**config.mk**
```make
export PLATFORM = sky130hd
export DESIGN_NAME = aic_top
export DESIGN_NICKNAME = d
export VERILOG_FILES = /design/src/design/aic_pkg.sv /design/src/design/aic_if.sv /design/src/design/aic_chan_dec.sv /design/src/design/aic_timer.sv /design/src/design/aic_top.sv
export SDC_FILE = /design/constraint.sdc
export NUM_CORES = 1
export LEC_CHECK = 0
export BUFFER_PORTS_ARGS = -buffer_cell sky130_fd_sc_hd__buf_2
export CORE_UTILIZATION = 30
export CTS_CLUSTER_DIAMETER = 40
export CTS_CLUSTER_SIZE = 40
export DETAILED_ROUTE_END_ITERATION = 16
export GPL_TIMING_DRIVEN = 0
export PLACE_DENSITY_LB_ADDON = 0.15
export SLEW_MARGIN = 20
export SYNTH_ARGS = -nofsm -noshare
export SYNTH_HDL_FRONTEND = slang
export SYNTH_HIERARCHICAL = 1
export SYNTH_SLANG_ARGS = --single-unit
```
**constraint.sdc**
```tcl
create_clock -name clk -period 8.8 [get_ports clk]
set_clock_uncertainty 0.2 [all_clocks]
set_input_delay 1.32 -clock clk [delete_from_list [all_inputs] [get_ports clk]]
set_output_delay 1.32 -clock clk [all_outputs]
set_load 0.005 [all_outputs]
```
**src/design/aic_pkg.sv**
```systemverilog
// Package: register map, field layout, reset values and timing of the input config block
package aic_pkg;
   // -----------------------------------------------------------------
   // Register indexes (byte address = index * 4)
   // -----------------------------------------------------------------
   localparam int unsigned AW        = 12;
   localparam logic [9:0]  IDX_PWR   = 10'h002;
   localparam logic [9:0]  IDX_GEN   = 10'h005;
   localparam logic [9:0]  IDX_CMTOL = 10'h03A;
   localparam logic [9:0]  IDX_REF   = 10'h03B;
   localparam logic [9:0]  IDX_CH [4] = '{10'h03C, 10'h041, 10'h046, 10'h04B};
   localparam logic [9:0]  IDX_STAT  = 10'h07F;

   // -----------------------------------------------------------------
   // Field positions
   // -----------------------------------------------------------------
   localparam int unsigned SRC_LO    = 5;
   localparam int unsigned DC_BIT    = 4;
   localparam int unsigned IMP_LO    = 2;
   localparam int unsigned CM1_LO    = 6;
   localparam int unsigned CM2_LO    = 4;
   localparam int unsigned FS_LO     = 0;
   localparam int unsigned CAPQ_LO   = 4;
   localparam int unsigned REFQ_LO   = 3;
   localparam int unsigned SLEEP_BIT = 0;

   // -----------------------------------------------------------------
   // Encodings and reset values
   // -----------------------------------------------------------------
   localparam logic [1:0] SRC_DIFF  = 2'h0;
   localparam logic [1:0] SRC_SE    = 2'h1;
   localparam logic [1:0] SRC_PDM   = 2'h2;
   localparam logic [1:0] CODE_RSVD = 2'h3;
   localparam logic [1:0] FLD_RST   = 2'h0;
   localparam logic       DC_RST    = 1'b0;
   localparam logic       SLEEP_RST = 1'b1;
   localparam logic [2:0] OH_RST    = 3'h1;

   // -----------------------------------------------------------------
   // Timing: times in microseconds, counts at the clock rate
   // -----------------------------------------------------------------
   localparam int unsigned CLK_MHZ      = 250;
   localparam int unsigned REF_CHG_US_0 = 3500;
   localparam int unsigned REF_CHG_US_1 = 10000;
   localparam int unsigned REF_CHG_US_2 = 50000;
   localparam int unsigned REF_CHG_US_3 = 100000;
   localparam int unsigned CAP_PRE_US_0 = 1000;
   localparam int unsigned CAP_PRE_US_1 = 2000;
   localparam int unsigned CAP_PRE_US_2 = 5000;
   localparam int unsigned CAP_PRE_US_3 = 10000;
   localparam int unsigned REF_CHG_CYC_0 = REF_CHG_US_0 * CLK_MHZ;
   localparam int unsigned REF_CHG_CYC_1 = REF_CHG_US_1 * CLK_MHZ;
   localparam int unsigned REF_CHG_CYC_2 = REF_CHG_US_2 * CLK_MHZ;
   localparam int unsigned REF_CHG_CYC_3 = REF_CHG_US_3 * CLK_MHZ;
   localparam int unsigned CAP_PRE_CYC_0 = CAP_PRE_US_0 * CLK_MHZ;
   localparam int unsigned CAP_PRE_CYC_1 = CAP_PRE_US_1 * CLK_MHZ;
   localparam int unsigned CAP_PRE_CYC_2 = CAP_PRE_US_2 * CLK_MHZ;
   localparam int unsigned CAP_PRE_CYC_3 = CAP_PRE_US_3 * CLK_MHZ;
endpackage

```
**src/design/aic_if.sv**
```systemverilog
// Interfaces between the config top, the channel decoders and the charge timers
`timescale 1ns/1ps
interface aic_chan_if;
   logic [1:0] src;
   logic       dc;
   logic       diff;
   logic       se;
   logic       pdm;
   logic       dc_out;
   logic       mix_ok;
   modport cfg (output src, output dc, input diff, input se, input pdm, input dc_out, input mix_ok);
   modport dec (input src, input dc, output diff, output se, output pdm, output dc_out, output mix_ok);
endinterface

interface aic_tmr_if;
   logic        start;
   logic        stop;
   logic [31:0] load;
   logic        busy;
   modport ctl (output start, output stop, output load, input busy);
   modport tmr (input start, input stop, input load, output busy);
endinterface

```
**src/design/aic_chan_dec.sv**
```systemverilog
// Per-channel record source decoder with registered outputs, at most one source flag high
`timescale 1ns/1ps
module aic_chan_dec #(
   parameter bit PDM_ONLY = 1'b0
) (
   input  wire logic clk,
   input  wire logic rst,
   aic_chan_if.dec   c
);
   // PDM-only channels read code 0 as "no source", never as analog
   always_ff @(posedge clk) begin
      if (rst) begin
         c.diff   <= 1'b0;
         c.se     <= 1'b0;
         c.pdm    <= 1'b0;
         c.dc_out <= aic_pkg::DC_RST;
         c.mix_ok <= 1'b0;
      end else begin
         c.diff   <= !PDM_ONLY && (c.src == aic_pkg::SRC_DIFF);
         c.se     <= !PDM_ONLY && (c.src == aic_pkg::SRC_SE);
         c.pdm    <= (c.src == aic_pkg::SRC_PDM);
         c.dc_out <= c.dc;
         // Summing path exists only behind the first two channels
         c.mix_ok <= !PDM_ONLY && (c.src != aic_pkg::CODE_RSVD);
      end
   end
endmodule

```
**src/design/aic_timer.sv**
```systemverilog
// Countdown timer that holds busy for exactly the loaded number of cycles
`timescale 1ns/1ps
module aic_timer (
   input  wire logic clk,
   input  wire logic rst,
   aic_tmr_if.tmr    t
);
   logic [31:0] cnt_q;

   // Load wins over stop; stop aborts a charge when sleep returns
   always_ff @(posedge clk) begin
      if (rst) begin
         cnt_q <= 32'h0;
      end else if (t.start) begin
         cnt_q <= t.load;
      end else if (t.stop) begin
         cnt_q <= 32'h0;
      end else if (cnt_q != 32'h0) begin
         cnt_q <= cnt_q - 32'h1;
      end
   end

   assign t.busy = (cnt_q != 32'h0);
endmodule

```
**src/design/aic_top.sv**
```systemverilog
// APB register bank and decode for record inputs, reference and charge timing
`timescale 1ns/1ps
// Behaviour
// - ch1 source: diff, single-ended, PDM; 11 ignored
// - ch2-4 own source field at bits 6:5
// - per-channel DC coupling bit 4
// - four PDM or two analog plus two PDM
// - ch1 impedance 2.5k, 10k, 20k; 11 ignored
// - ch2 impedance field bits 3:2, same coding
// - precharge field lengthens coupling-cap charge time
// - ch1 common-mode mode at bits 7:6
// - ch2 common-mode mode at bits 5:4
// - full-scale reference 2.75, 2.5, 1.375 V
// - reference off in sleep, fast-charge on wake
// - fast-charge field at bits 4:3, four durations
// - channels 3 and 4 PDM only, no mixing
module aic_top #(
   parameter int unsigned REF_CHG_CYC_0 = aic_pkg::REF_CHG_CYC_0,
   parameter int unsigned REF_CHG_CYC_1 = aic_pkg::REF_CHG_CYC_1,
   parameter int unsigned REF_CHG_CYC_2 = aic_pkg::REF_CHG_CYC_2,
   parameter int unsigned REF_CHG_CYC_3 = aic_pkg::REF_CHG_CYC_3,
   parameter int unsigned CAP_PRE_CYC_0 = aic_pkg::CAP_PRE_CYC_0,
   parameter int unsigned CAP_PRE_CYC_1 = aic_pkg::CAP_PRE_CYC_1,
   parameter int unsigned CAP_PRE_CYC_2 = aic_pkg::CAP_PRE_CYC_2,
   parameter int unsigned CAP_PRE_CYC_3 = aic_pkg::CAP_PRE_CYC_3
) (
   input  wire logic                   clk,
   input  wire logic                   rst,
   input  wire logic                   psel,
   input  wire logic                   penable,
   input  wire logic                   pwrite,
   input  wire logic [aic_pkg::AW-1:0] paddr,
   input  wire logic [31:0]            pwdata,
   output logic      [31:0]            prdata,
   output logic                        pready,
   output logic                        pslverr,
   output logic      [3:0]             ch_src_diff,
   output logic      [3:0]             ch_src_se,
   output logic      [3:0]             ch_src_pdm,
   output logic      [3:0]             ch_dc_coupled,
   output logic      [3:0]             ch_mix_allowed,
   output logic      [2:0]             ch1_input_impedance_sel_oh,
   output logic      [2:0]             ch2_input_impedance_sel_oh,
   output logic      [2:0]             ch1_cm_oh,
   output logic      [2:0]             ch2_cm_oh,
   output logic      [2:0]             fullscale_oh,
   output logic                        pdm_pins_active,
   output logic                        ref_power_on,
   output logic                        ref_fast_charge_active,
   output logic                        ref_ready,
   output logic                        cap_precharge_active
);
   // ----------------------------------------------------------------
   // Bus decode
   // ----------------------------------------------------------------
   logic [9:0]  idx;
   logic        wr;
   logic        setup;
   logic [1:0]  rec_src_q [4];
   logic [3:0]  dc_q;
   logic [1:0]  ch1_input_impedance_sel_q;
   logic [1:0]  ch2_input_impedance_sel_q;
   logic [1:0]  ch1_common_mode_tolerance_q;
   logic [1:0]  ch2_common_mode_tolerance_q;
   logic [1:0]  fullscale_reference_sel_q;
   logic [1:0]  reference_fast_charge_time_q;
   logic [1:0]  coupling_cap_precharge_time_q;
   logic        sleep_q;
   logic        ref_ready_q;
   logic [31:0] rd_d;
   logic        err_d;
   logic [31:0] prdata_q;
   logic        pslverr_q;
   logic        wake;
   logic        go_sleep;
   logic [1:0]  refq_new;

   aic_tmr_if ref_t ();
   aic_tmr_if cap_t ();

   assign idx    = paddr[aic_pkg::AW-1:2];
   assign setup  = psel && !penable;
   assign wr     = psel && penable && pwrite;
   // Zero-wait slave; read data was captured in the setup cycle
   assign pready  = psel && penable;
   assign prdata  = prdata_q;
   assign pslverr = pslverr_q && psel && penable;

   // Reserved code 11 leaves the field as it was
   function automatic logic [1:0] keep(input logic [1:0] old, input logic [1:0] nw);
      keep = (nw == aic_pkg::CODE_RSVD) ? old : nw;
   endfunction

   // ----------------------------------------------------------------
   // Channel registers and decoders
   // ----------------------------------------------------------------
   genvar g;
   generate
      for (g = 0; g < 4; g++) begin : g_ch
         aic_chan_if ci ();
         // Source and coupling per channel
         always_ff @(posedge clk) begin
            if (rst) begin
               rec_src_q[g] <= aic_pkg::FLD_RST;
               dc_q[g]      <= aic_pkg::DC_RST;
            end else if (wr && idx == aic_pkg::IDX_CH[g]) begin
               dc_q[g] <= pwdata[aic_pkg::DC_BIT];
               if (g >= 2) begin
                  // Only PDM or "off" is taken on the upper pair
                  if (pwdata[aic_pkg::SRC_LO +: 2] == aic_pkg::SRC_PDM ||
                      pwdata[aic_pkg::SRC_LO +: 2] == aic_pkg::FLD_RST) begin
                     rec_src_q[g] <= pwdata[aic_pkg::SRC_LO +: 2];
                  end
               end else begin
                  rec_src_q[g] <= keep(rec_src_q[g], pwdata[aic_pkg::SRC_LO +: 2]);
               end
            end
         end
         assign ci.src = rec_src_q[g];
         assign ci.dc  = dc_q[g];
         aic_chan_dec #(.PDM_ONLY(g >= 2)) u_dec (
            .clk (clk),
            .rst (rst),
            .c   (ci)
         );
         assign ch_src_diff[g]    = ci.diff;
         assign ch_src_se[g]      = ci.se;
         assign ch_src_pdm[g]     = ci.pdm;
         assign ch_dc_coupled[g]  = ci.dc_out;
         assign ch_mix_allowed[g] = ci.mix_ok;
      end
   endgenerate

   // Impedance fields of the two analog channels
   always_ff @(posedge clk) begin
      if (rst) begin
         ch1_input_impedance_sel_q <= aic_pkg::FLD_RST;
         ch2_input_impedance_sel_q <= aic_pkg::FLD_RST;
      end else if (wr && idx == aic_pkg::IDX_CH[0]) begin
         ch1_input_impedance_sel_q <= keep(ch1_input_impedance_sel_q, pwdata[aic_pkg::IMP_LO +: 2]);
      end else if (wr && idx == aic_pkg::IDX_CH[1]) begin
         ch2_input_impedance_sel_q <= keep(ch2_input_impedance_sel_q, pwdata[aic_pkg::IMP_LO +: 2]);
      end
   end

   // Common-mode tolerance, both channels in one register
   always_ff @(posedge clk) begin
      if (rst) begin
         ch1_common_mode_tolerance_q <= aic_pkg::FLD_RST;
         ch2_common_mode_tolerance_q <= aic_pkg::FLD_RST;
      end else if (wr && idx == aic_pkg::IDX_CMTOL) begin
         ch1_common_mode_tolerance_q <= keep(ch1_common_mode_tolerance_q, pwdata[aic_pkg::CM1_LO +: 2]);
         ch2_common_mode_tolerance_q <= keep(ch2_common_mode_tolerance_q, pwdata[aic_pkg::CM2_LO +: 2]);
      end
   end

   // Reference level and precharge length
   always_ff @(posedge clk) begin
      if (rst) begin
         fullscale_reference_sel_q     <= aic_pkg::FLD_RST;
         coupling_cap_precharge_time_q <= aic_pkg::FLD_RST;
      end else if (wr && idx == aic_pkg::IDX_REF) begin
         fullscale_reference_sel_q <= keep(fullscale_reference_sel_q, pwdata[aic_pkg::FS_LO +: 2]);
      end else if (wr && idx == aic_pkg::IDX_GEN) begin
         coupling_cap_precharge_time_q <= pwdata[aic_pkg::CAPQ_LO +: 2];
      end
   end

   // Registered one-hot decode, same latency as the channel decoders
   always_ff @(posedge clk) begin
      if (rst) begin
         ch1_input_impedance_sel_oh   <= aic_pkg::OH_RST;
         ch2_input_impedance_sel_oh   <= aic_pkg::OH_RST;
         ch1_cm_oh    <= aic_pkg::OH_RST;
         ch2_cm_oh    <= aic_pkg::OH_RST;
         fullscale_oh <= aic_pkg::OH_RST;
      end else begin
         ch1_input_impedance_sel_oh   <= 3'(aic_pkg::OH_RST << ch1_input_impedance_sel_q);
         ch2_input_impedance_sel_oh   <= 3'(aic_pkg::OH_RST << ch2_input_impedance_sel_q);
         ch1_cm_oh    <= 3'(aic_pkg::OH_RST << ch1_common_mode_tolerance_q);
         ch2_cm_oh    <= 3'(aic_pkg::OH_RST << ch2_common_mode_tolerance_q);
         fullscale_oh <= 3'(aic_pkg::OH_RST << fullscale_reference_sel_q);
      end
   end

   // ----------------------------------------------------------------
   // Sleep, reference fast charge and coupling-cap precharge
   // ----------------------------------------------------------------
   // Wake uses the charge code written in the same access
   assign refq_new = pwdata[aic_pkg::REFQ_LO +: 2];
   assign wake     = wr && idx == aic_pkg::IDX_PWR && sleep_q && !pwdata[aic_pkg::SLEEP_BIT];
   assign go_sleep = wr && idx == aic_pkg::IDX_PWR && !sleep_q && pwdata[aic_pkg::SLEEP_BIT];

   always_ff @(posedge clk) begin
      if (rst) begin
         sleep_q                      <= aic_pkg::SLEEP_RST;
         reference_fast_charge_time_q <= aic_pkg::FLD_RST;
      end else if (wr && idx == aic_pkg::IDX_PWR) begin
         sleep_q                      <= pwdata[aic_pkg::SLEEP_BIT];
         reference_fast_charge_time_q <= refq_new;
      end
   end

   // Duration per code; counts are parameters so a bench can shrink them
   always_comb begin
      case (refq_new)
         2'h0:    ref_t.load = 32'(REF_CHG_CYC_0);
         2'h1:    ref_t.load = 32'(REF_CHG_CYC_1);
         2'h2:    ref_t.load = 32'(REF_CHG_CYC_2);
         default: ref_t.load = 32'(REF_CHG_CYC_3);
      endcase
      case (coupling_cap_precharge_time_q)
         2'h0:    cap_t.load = 32'(CAP_PRE_CYC_0);
         2'h1:    cap_t.load = 32'(CAP_PRE_CYC_1);
         2'h2:    cap_t.load = 32'(CAP_PRE_CYC_2);
         default: cap_t.load = 32'(CAP_PRE_CYC_3);
      endcase
   end
   assign ref_t.start = wake;
   assign ref_t.stop  = go_sleep;
   assign cap_t.start = wake;
   assign cap_t.stop  = go_sleep;

   aic_timer u_ref_tmr (
      .clk (clk),
      .rst (rst),
      .t   (ref_t)
   );
   aic_timer u_cap_tmr (
      .clk (clk),
      .rst (rst),
      .t   (cap_t)
   );

   // Ready one cycle after the charge ends, cleared by sleep
   always_ff @(posedge clk) begin
      if (rst) begin
         ref_ready_q <= 1'b0;
      end else begin
         ref_ready_q <= !sleep_q && !ref_t.busy && !go_sleep;
      end
   end

   assign ref_power_on           = !sleep_q;
   assign ref_fast_charge_active = ref_t.busy;
   assign cap_precharge_active   = cap_t.busy;
   assign ref_ready              = ref_ready_q;
   assign pdm_pins_active        = |ch_src_pdm;

   // ----------------------------------------------------------------
   // Read path, captured in the setup cycle
   // ----------------------------------------------------------------
   always_comb begin
      rd_d  = 32'h0;
      err_d = 1'b0;
      if (idx == aic_pkg::IDX_PWR) begin
         rd_d[aic_pkg::SLEEP_BIT]    = sleep_q;
         rd_d[aic_pkg::REFQ_LO +: 2] = reference_fast_charge_time_q;
      end else if (idx == aic_pkg::IDX_GEN) begin
         rd_d[aic_pkg::CAPQ_LO +: 2] = coupling_cap_precharge_time_q;
      end else if (idx == aic_pkg::IDX_CMTOL) begin
         rd_d[aic_pkg::CM1_LO +: 2] = ch1_common_mode_tolerance_q;
         rd_d[aic_pkg::CM2_LO +: 2] = ch2_common_mode_tolerance_q;
      end else if (idx == aic_pkg::IDX_REF) begin
         rd_d[aic_pkg::FS_LO +: 2] = fullscale_reference_sel_q;
      end else if (idx == aic_pkg::IDX_CH[0]) begin
         rd_d[aic_pkg::SRC_LO +: 2] = rec_src_q[0];
         rd_d[aic_pkg::DC_BIT]      = dc_q[0];
         rd_d[aic_pkg::IMP_LO +: 2] = ch1_input_impedance_sel_q;
      end else if (idx == aic_pkg::IDX_CH[1]) begin
         rd_d[aic_pkg::SRC_LO +: 2] = rec_src_q[1];
         rd_d[aic_pkg::DC_BIT]      = dc_q[1];
         rd_d[aic_pkg::IMP_LO +: 2] = ch2_input_impedance_sel_q;
      end else if (idx == aic_pkg::IDX_CH[2]) begin
         rd_d[aic_pkg::SRC_LO +: 2] = rec_src_q[2];
         rd_d[aic_pkg::DC_BIT]      = dc_q[2];
      end else if (idx == aic_pkg::IDX_CH[3]) begin
         rd_d[aic_pkg::SRC_LO +: 2] = rec_src_q[3];
         rd_d[aic_pkg::DC_BIT]      = dc_q[3];
      end else if (idx == aic_pkg::IDX_STAT) begin
         rd_d[4:0] = {pdm_pins_active, cap_t.busy, ref_ready_q, ref_t.busy, !sleep_q};
      end else begin
         err_d = 1'b1;
      end
   end

   always_ff @(posedge clk) begin
      if (rst) begin
         prdata_q  <= 32'h0;
         pslverr_q <= 1'b0;
      end else if (setup) begin
         prdata_q  <= pwrite ? 32'h0 : rd_d;
         pslverr_q <= err_d;
      end
   end

   // ----------------------------------------------------------------
   // Assertions
   // ----------------------------------------------------------------
   logic [31:0] chg_cnt_q;
   logic [31:0] chg_exp_q;
   always_ff @(posedge clk) begin
      if (rst) begin
         chg_cnt_q <= 32'h0;
         chg_exp_q <= 32'h0;
      end else if (ref_t.start) begin
         chg_cnt_q <= 32'h0;
         chg_exp_q <= ref_t.load;
      end else if (ref_t.busy) begin
         chg_cnt_q <= chg_cnt_q + 32'h1;
      end
   end
endmodule

```
Word-level counts from Yosys, hierarchy flattened
Memories as Yosys holds them, arrays and structs flattened. Cells that the tools add are included.

Register bits: 146. Bits in writable memories: 8. Output and inout bits: 74. Logic and storage cells: 197. Memories kept: 1.

Add/subtract/negate cells: 2. Equal/unequal tests: 27. Shifts and indexed selects: 5. Muxes and demuxes: 75. Bitwise operators: 10. Reductions and logical operators: 41.

Memories: rec_src_q (words 4, bits a word 2, rd ports 4, clocked after Yosys merged registers in 0, wr ports 4, line aic_top.sv:59) `logic [1:0] rec_src_q [4];`.

Operator list (count): $mux W32 (6); $pmux W25 S3 (1); $pmux W22 S3 (1); $reduce_bool A32 Y1 (2); $sub A32 B1 Y32 const B (2); $mux W5 (12); $eq A10 B7 Y1 const B (4); $mux W4 (10); $eq A10 B6 Y1 const B (3); $mux W2 (14); $mux W1 (27); $eq A2 B2 Y1 const B (12); $logic_and A1 B1 Y1 (19); $shl A1 B2 Y3 const A (5); $eq A10 B2 Y1 const B (1); $eq A10 B3 Y1 const B (1); $logic_not A2 Y1 (5); $reduce_and A2 Y1 (5); $mux W3 (3); $eq A2 B1 Y1 const B (4); $mux W8 (1); $not A1 Y1 (6); $reduce_bool A3 Y1 (2); $logic_not A1 Y1 (5); 5 further kinds (9).

Logic depth before layout (Yosys ltp)
Word-level depth: 25. Gate-level depth with buffers: 14. Depth with buffers taken out: 9.

By module
The synthesis kept the hierarchy.

Modules (own cells, without submodules): aic_top (times used 1, cells an instance 328, area an instance 2805.2 sq um, seq. area each 1121.1 sq um); aic_timer at u_ref_tmr (times used 1, cells an instance 265, area an instance 2044.5 sq um, seq. area each 640.6 sq um); aic_timer at u_cap_tmr (times used 1, cells an instance 256, area an instance 1989.4 sq um, seq. area each 640.6 sq um); aic_chan_dec at g_ch[0].u_dec ... (times used 2, cells an instance 10, area an instance 131.4 sq um, seq. area each 100.1 sq um); aic_chan_dec at g_ch[2].u_dec ... (times used 2, cells an instance 8, area an instance 85.1 sq um, seq. area each 40.0 sq um).

Worst setup path after synthesis
No wires, ideal clock.

Path type: in2reg. From: input port paddr[6] in the netlist's numbering. To: register u_cap_tmr.cnt_q[19]. Setup time: 0.120 ns. Arrival time: 3.873 ns. Data required time: 8.480 ns. Path slack: 4.607 ns. Stages on the path: 10. Path buffers: 3. Cell sequence: nor4_1 nand3_1 nor4_1 clkbuf_1 or2_2 clkbuf_1 clkbuf_1 nor3_1 a31oi_1 a21oi_1.

Elaborated cells between the ends (all ways): 9. Classes of those cells: eq/ne (1); mux (2); reduce/logical (6).

RTL lines: from (decl) (line aic_top.sv:32) `input wire logic [aic_pkg::AW-1:0] paddr,`; $eq A10 B2 Y1 (*) (line aic_top.sv:191) `assign wake = wr && idx == aic_pkg::IDX_PWR && sleep_q && !pwdata[aic_pkg::SLEEP_BIT];`; $logic_and A1 B1 Y1 (*) (3 in a row) (line aic_top.sv:191); via cap_t.start (line aic_if.sv:16) `logic start;`; $reduce_bool A3 Y1 (no line) / $mux W32 (equally long branches); to (signal assigned) (line aic_timer.sv:15) `cnt_q <= t.load;`; to (signal assigned) (line aic_timer.sv:19) `cnt_q <= cnt_q - 32'h1;`; to (decl) (line aic_timer.sv:8) `logic [31:0] cnt_q;`.

The timed path passes the listed nets; every way through them passes the cells marked *. A chain may end at the register's enable or synchronous reset.

Final worst setup path
From: input port paddr[6] in the netlist's numbering. To: register u_ref_tmr.cnt_q[14].

Word-level cells in the longest chain between the ends: 6. Elaborated cells between the ends (all ways): 9. Classes of those cells: eq/ne (1); mux (2); reduce/logical (6).

Ends and longest elaborated chain: $eq A10 B2 Y1 (*) (line aic_top.sv:192) `assign go_sleep = wr && idx == aic_pkg::IDX_PWR && !sleep_q && pwdata[aic_pkg::SLEEP_BIT];`; $logic_and A1 B1 Y1 (*) (3 in a row) (line aic_top.sv:192); via cap_t.stop (line aic_if.sv:17) `logic stop;`; $mux W32 (line aic_timer.sv:16) `end else if (t.stop) begin`; $mux W32 (line aic_timer.sv:14) `end else if (t.start) begin`; to (signal assigned) (line aic_timer.sv:15); to (signal assigned) (line aic_timer.sv:19); to (decl) (line aic_timer.sv:8).

Marked as above.

==> metrics <==
outcome=finished, final reports clean; Pre-antenna DRT Iters=5; max_cap viols=0; Routed Antenna Nets=0; minimum clock period=4.95 ns; WHS Path Cells=1; DR WL/cell=16.8 um; initial antenna violation count=0; die area=24900 um2; # IOs=123; Die W=158 um; cell taking the most area after synthesis=dfxtp_1; 1st-iter DRT viols=591; Post-CTS Hold Fix Bufs=0; H-tree levels=4; number of gates resized after cts=0; Nets=1085; Yosys top cell area share=0.336; Synth area leaders=dfxtp_1 34%, a21oi_1 6.0%, buf_4 5.5%, nor2_1 3.9%, nand2_1 3.9%; number of synthesized flops with an enable pin=8; max-slew violations=0; Placer Congestion=0.801; RSZ-0062 raised after global routing=no; Hold Path Class=flop to flop; RR Startpoint=sleep_q$_SDFFE_PP1P_; final core occ=0.373; CTS tree=built; final hold violation count=0; Max rail drop VDD=0.000133 V; critical hold path startpoint=sleep_q$_SDFFE_PP1P_; GR Overflow Total=0; CP required=8.95 ns; Mapped Area=7270 um2; Vias=6976; DP Wirelength=16300 um; ant diodes=0; synth warn=6; number of global-route vias before repair=6254; core area=23600 um2; Clock Tree Root=clkbuf_16; Pwr Density=332 nW/um2; pin count of the biggest net entering global routing=23; final worst slack=3.85 ns; final setup vio count=0; worst-path maximum fanout=10; crit start category=input pin; CP endpoint=u_ref_tmr/cnt_q[14]$_SDFFE_PP0P_; final worst-path cycle share=0.563; share of layout cells above drive strength 1=0.200; #FFs+latches synth=130; GRT Util Overall=0.186; TNS Setup=0 ns; Via density=5.13; FP Rows=56; static leakage=3.52 nW; R2R depth=9; CTS buffer count=17; Crit Path Category=input pin to flop; sequential area share after synthesis=0.369; slew margin rel.=0.271; R2R Path End=u_cap_tmr/cnt_q[19]$_SDFFE_PP0P_; fmax=202 MHz; total wire length=22800 um; Main synth FF type=dfxtp_1; syn avg cell area=8.22 um2; clk slew on worst S/H paths=0.07 ns; drt drc=0; share of synthesized registers carrying an async set or reset=0; Crit. Startpoint=paddr[6]; setup repair bufs after CTS=0; Die Ht=158 um; initial core utilization=0.308; Clock Latency Late Sink=0.43 ns; Yosys cell types=82; R2R Setup Slk=5.56 ns; Data arrival, critical path=5.10 ns; area delta synth->final=21.2%; worst-margin pin slew=1.08 ns; CP endpoint kind=flop; post-synthesis cell count=885; Clock Sinks=130; CTS max path bufs=2; first-pass GRT wire length=35500 um; pre-CTS WS=3.07 ns; I/O Buffers=65
[cell usage after synthesis (6+ instances only)]
cell	instances
or4_1	9
inv_1	26
a211oi_1	12
buf_1	7
o21ai_0	31
nand4_1	9
nand2_1	75
a22oi_1	10
nor3b_1	22
clkbuf_1	30
o31ai_1	6
a31oi_1	15
a221oi_1	6
nor4_2	10
nor4b_1	8
nor3_1	46
nor4_1	33
or3_1	7
dfxtp_1	122
buf_4	53
ha_1	7
a21oi_1	87
edfxtp_1	8
buf_2	10
nand3_1	17
o31a_1	11
nor2_1	76
[stage by stage]
stage	instances	hold WS (ns)	cell area (um2)	power (W)
3_3_place_gp	1329	0.207	8220	0.00218
2_1_floorplan	945	0.198	7500	0.00187
5_1_grt	1361	0.236	8810	0.00313
3_5_place_dp	1329	0.220	8220	0.00219
6_report	1361	0.236	8810	0.00293
4_1_cts	1361	0.231	8810	0.00292
[worst max-delay path, cell delays in order]
cell	delay [ns]
buf_2	0.14
nor4_1	0.68
nand3_1	0.40
nor2_1	0.47
and3_1	0.49
clkbuf_1	0.37
nor2_1	0.29
nand2_1	0.15
or4_1	0.11
buf_2	0.18
buf_4	0.22
a21oi_1	0.08
a211oi_1	0.19
[power by group]
| part | leakage (nW) | switching (W) | internal [W] | total, W |
|---|---|---|---|---|
| Sequential | 1.07 | 0.000164 | 0.000726 | 0.000890 |
| Combinational | 2.16 | 0.000818 | 0.000501 | 0.00132 |
| Clock | 0.289 | 0.000319 | 0.000403 | 0.000722 |
[worst min-delay path by stage]
stage / endpoint / slack, ns
after floorplan: ref_ready$_SDFF_PP0_ / 0.20
after global placement: ref_ready$_SDFF_PP0_ / 0.21
after detailed placement: ref_ready$_SDFF_PP0_ / 0.22
after CTS: ref_ready$_SDFF_PP0_ / 0.23
after global routing: ref_ready$_SDFF_PP0_ / 0.24
final: ref_ready$_SDFF_PP0_ / 0.24
[cell families (layout without fill, tap and decap cells)]
kind of cell | count (synthesis) | after routing | synth area share
buffers and inverters | 129 | 226 | 0.0988
xor gates and xnor gates | 8 | 8 | 0.00964
other | 4 | 64 | 0.00206
AOI/OAI and AO/OA | 237 | 237 | 0.215
adders and majority gates | 7 | 7 | 0.0120
DFF | 130 | 130 | 0.369
muxes | 5 | 5 | 0.00705
and+or+nand+nor | 365 | 365 | 0.286
[per-layer routing]
metal  track usage  part of all wire  vias up
met4        0.0620             0.015        0
met1         0.250              0.47     3286
li1              -                 -     3458
met2         0.306              0.48      206
met5             0                 0        -
met3        0.0249             0.042       26
[sequential cells by signal, indices dropped and copies added (netlist names), 2 cells and up]
name	cells
u_cap_tmr/cnt_q	32
u_ref_tmr/cnt_q	32
prdata	8
rec_src_q	8
g_ch.ci.dc	4
g_ch.u_dec/c.dc_out	4
g_ch.u_dec/c.pdm	4
ch1_cm_oh	3
ch1_input_impedance_sel_oh	3
ch2_cm_oh	3
ch2_input_impedance_sel_oh	3
fullscale_oh	3
ch1_common_mode_tolerance_q	2
ch1_input_impedance_sel_q	2
ch2_common_mode_tolerance_q	2
ch2_input_impedance_sel_q	2
coupling_cap_precharge_time_q	2
fullscale_reference_sel_q	2
g_ch.u_dec/c.diff	2
g_ch.u_dec/c.mix_ok	2
g_ch.u_dec/c.se	2
reference_fast_charge_time_q	2
[final cells by class]
cell class / count / area (um2)
timing repair buffer: 65 / 325
buffer: 103 / 621
inverter: 26 / 97.6
multi-input combinational: 686 / 4100
tap: 319 / 399
sequential: 130 / 2680
clock buffer: 17 / 425
fill: 2499 / 14800
clock inverter: 15 / 160
[placed cells by master (no fill, tap or decap), types with 5 or more instances in the layout]
master,count
nor2b_1,5
nand3_1,17
a21oi_1,87
nor3_1,46
ha_1,7
nor4b_1,8
nor3b_1,22
inv_6,7
clkbuf_1,30
o21ai_0,31
nor2_1,76
nand2_1,75
nor4_1,32
a221oi_1,6
xor2_1,5
conb_1,64
and3_1,5
or3_1,7
buf_2,75
a22oi_1,10
or4_1,9
nor4_2,11
clkbuf_16,17
buf_1,7
inv_1,26
a31oi_1,15
a211oi_1,12
dfxtp_1,122
buf_4,53
o31ai_1,6
o31a_1,11
nand4_1,9
or2_2,5
edfxtp_1,8
No activity file was read; power rests on OpenSTA's default activity.
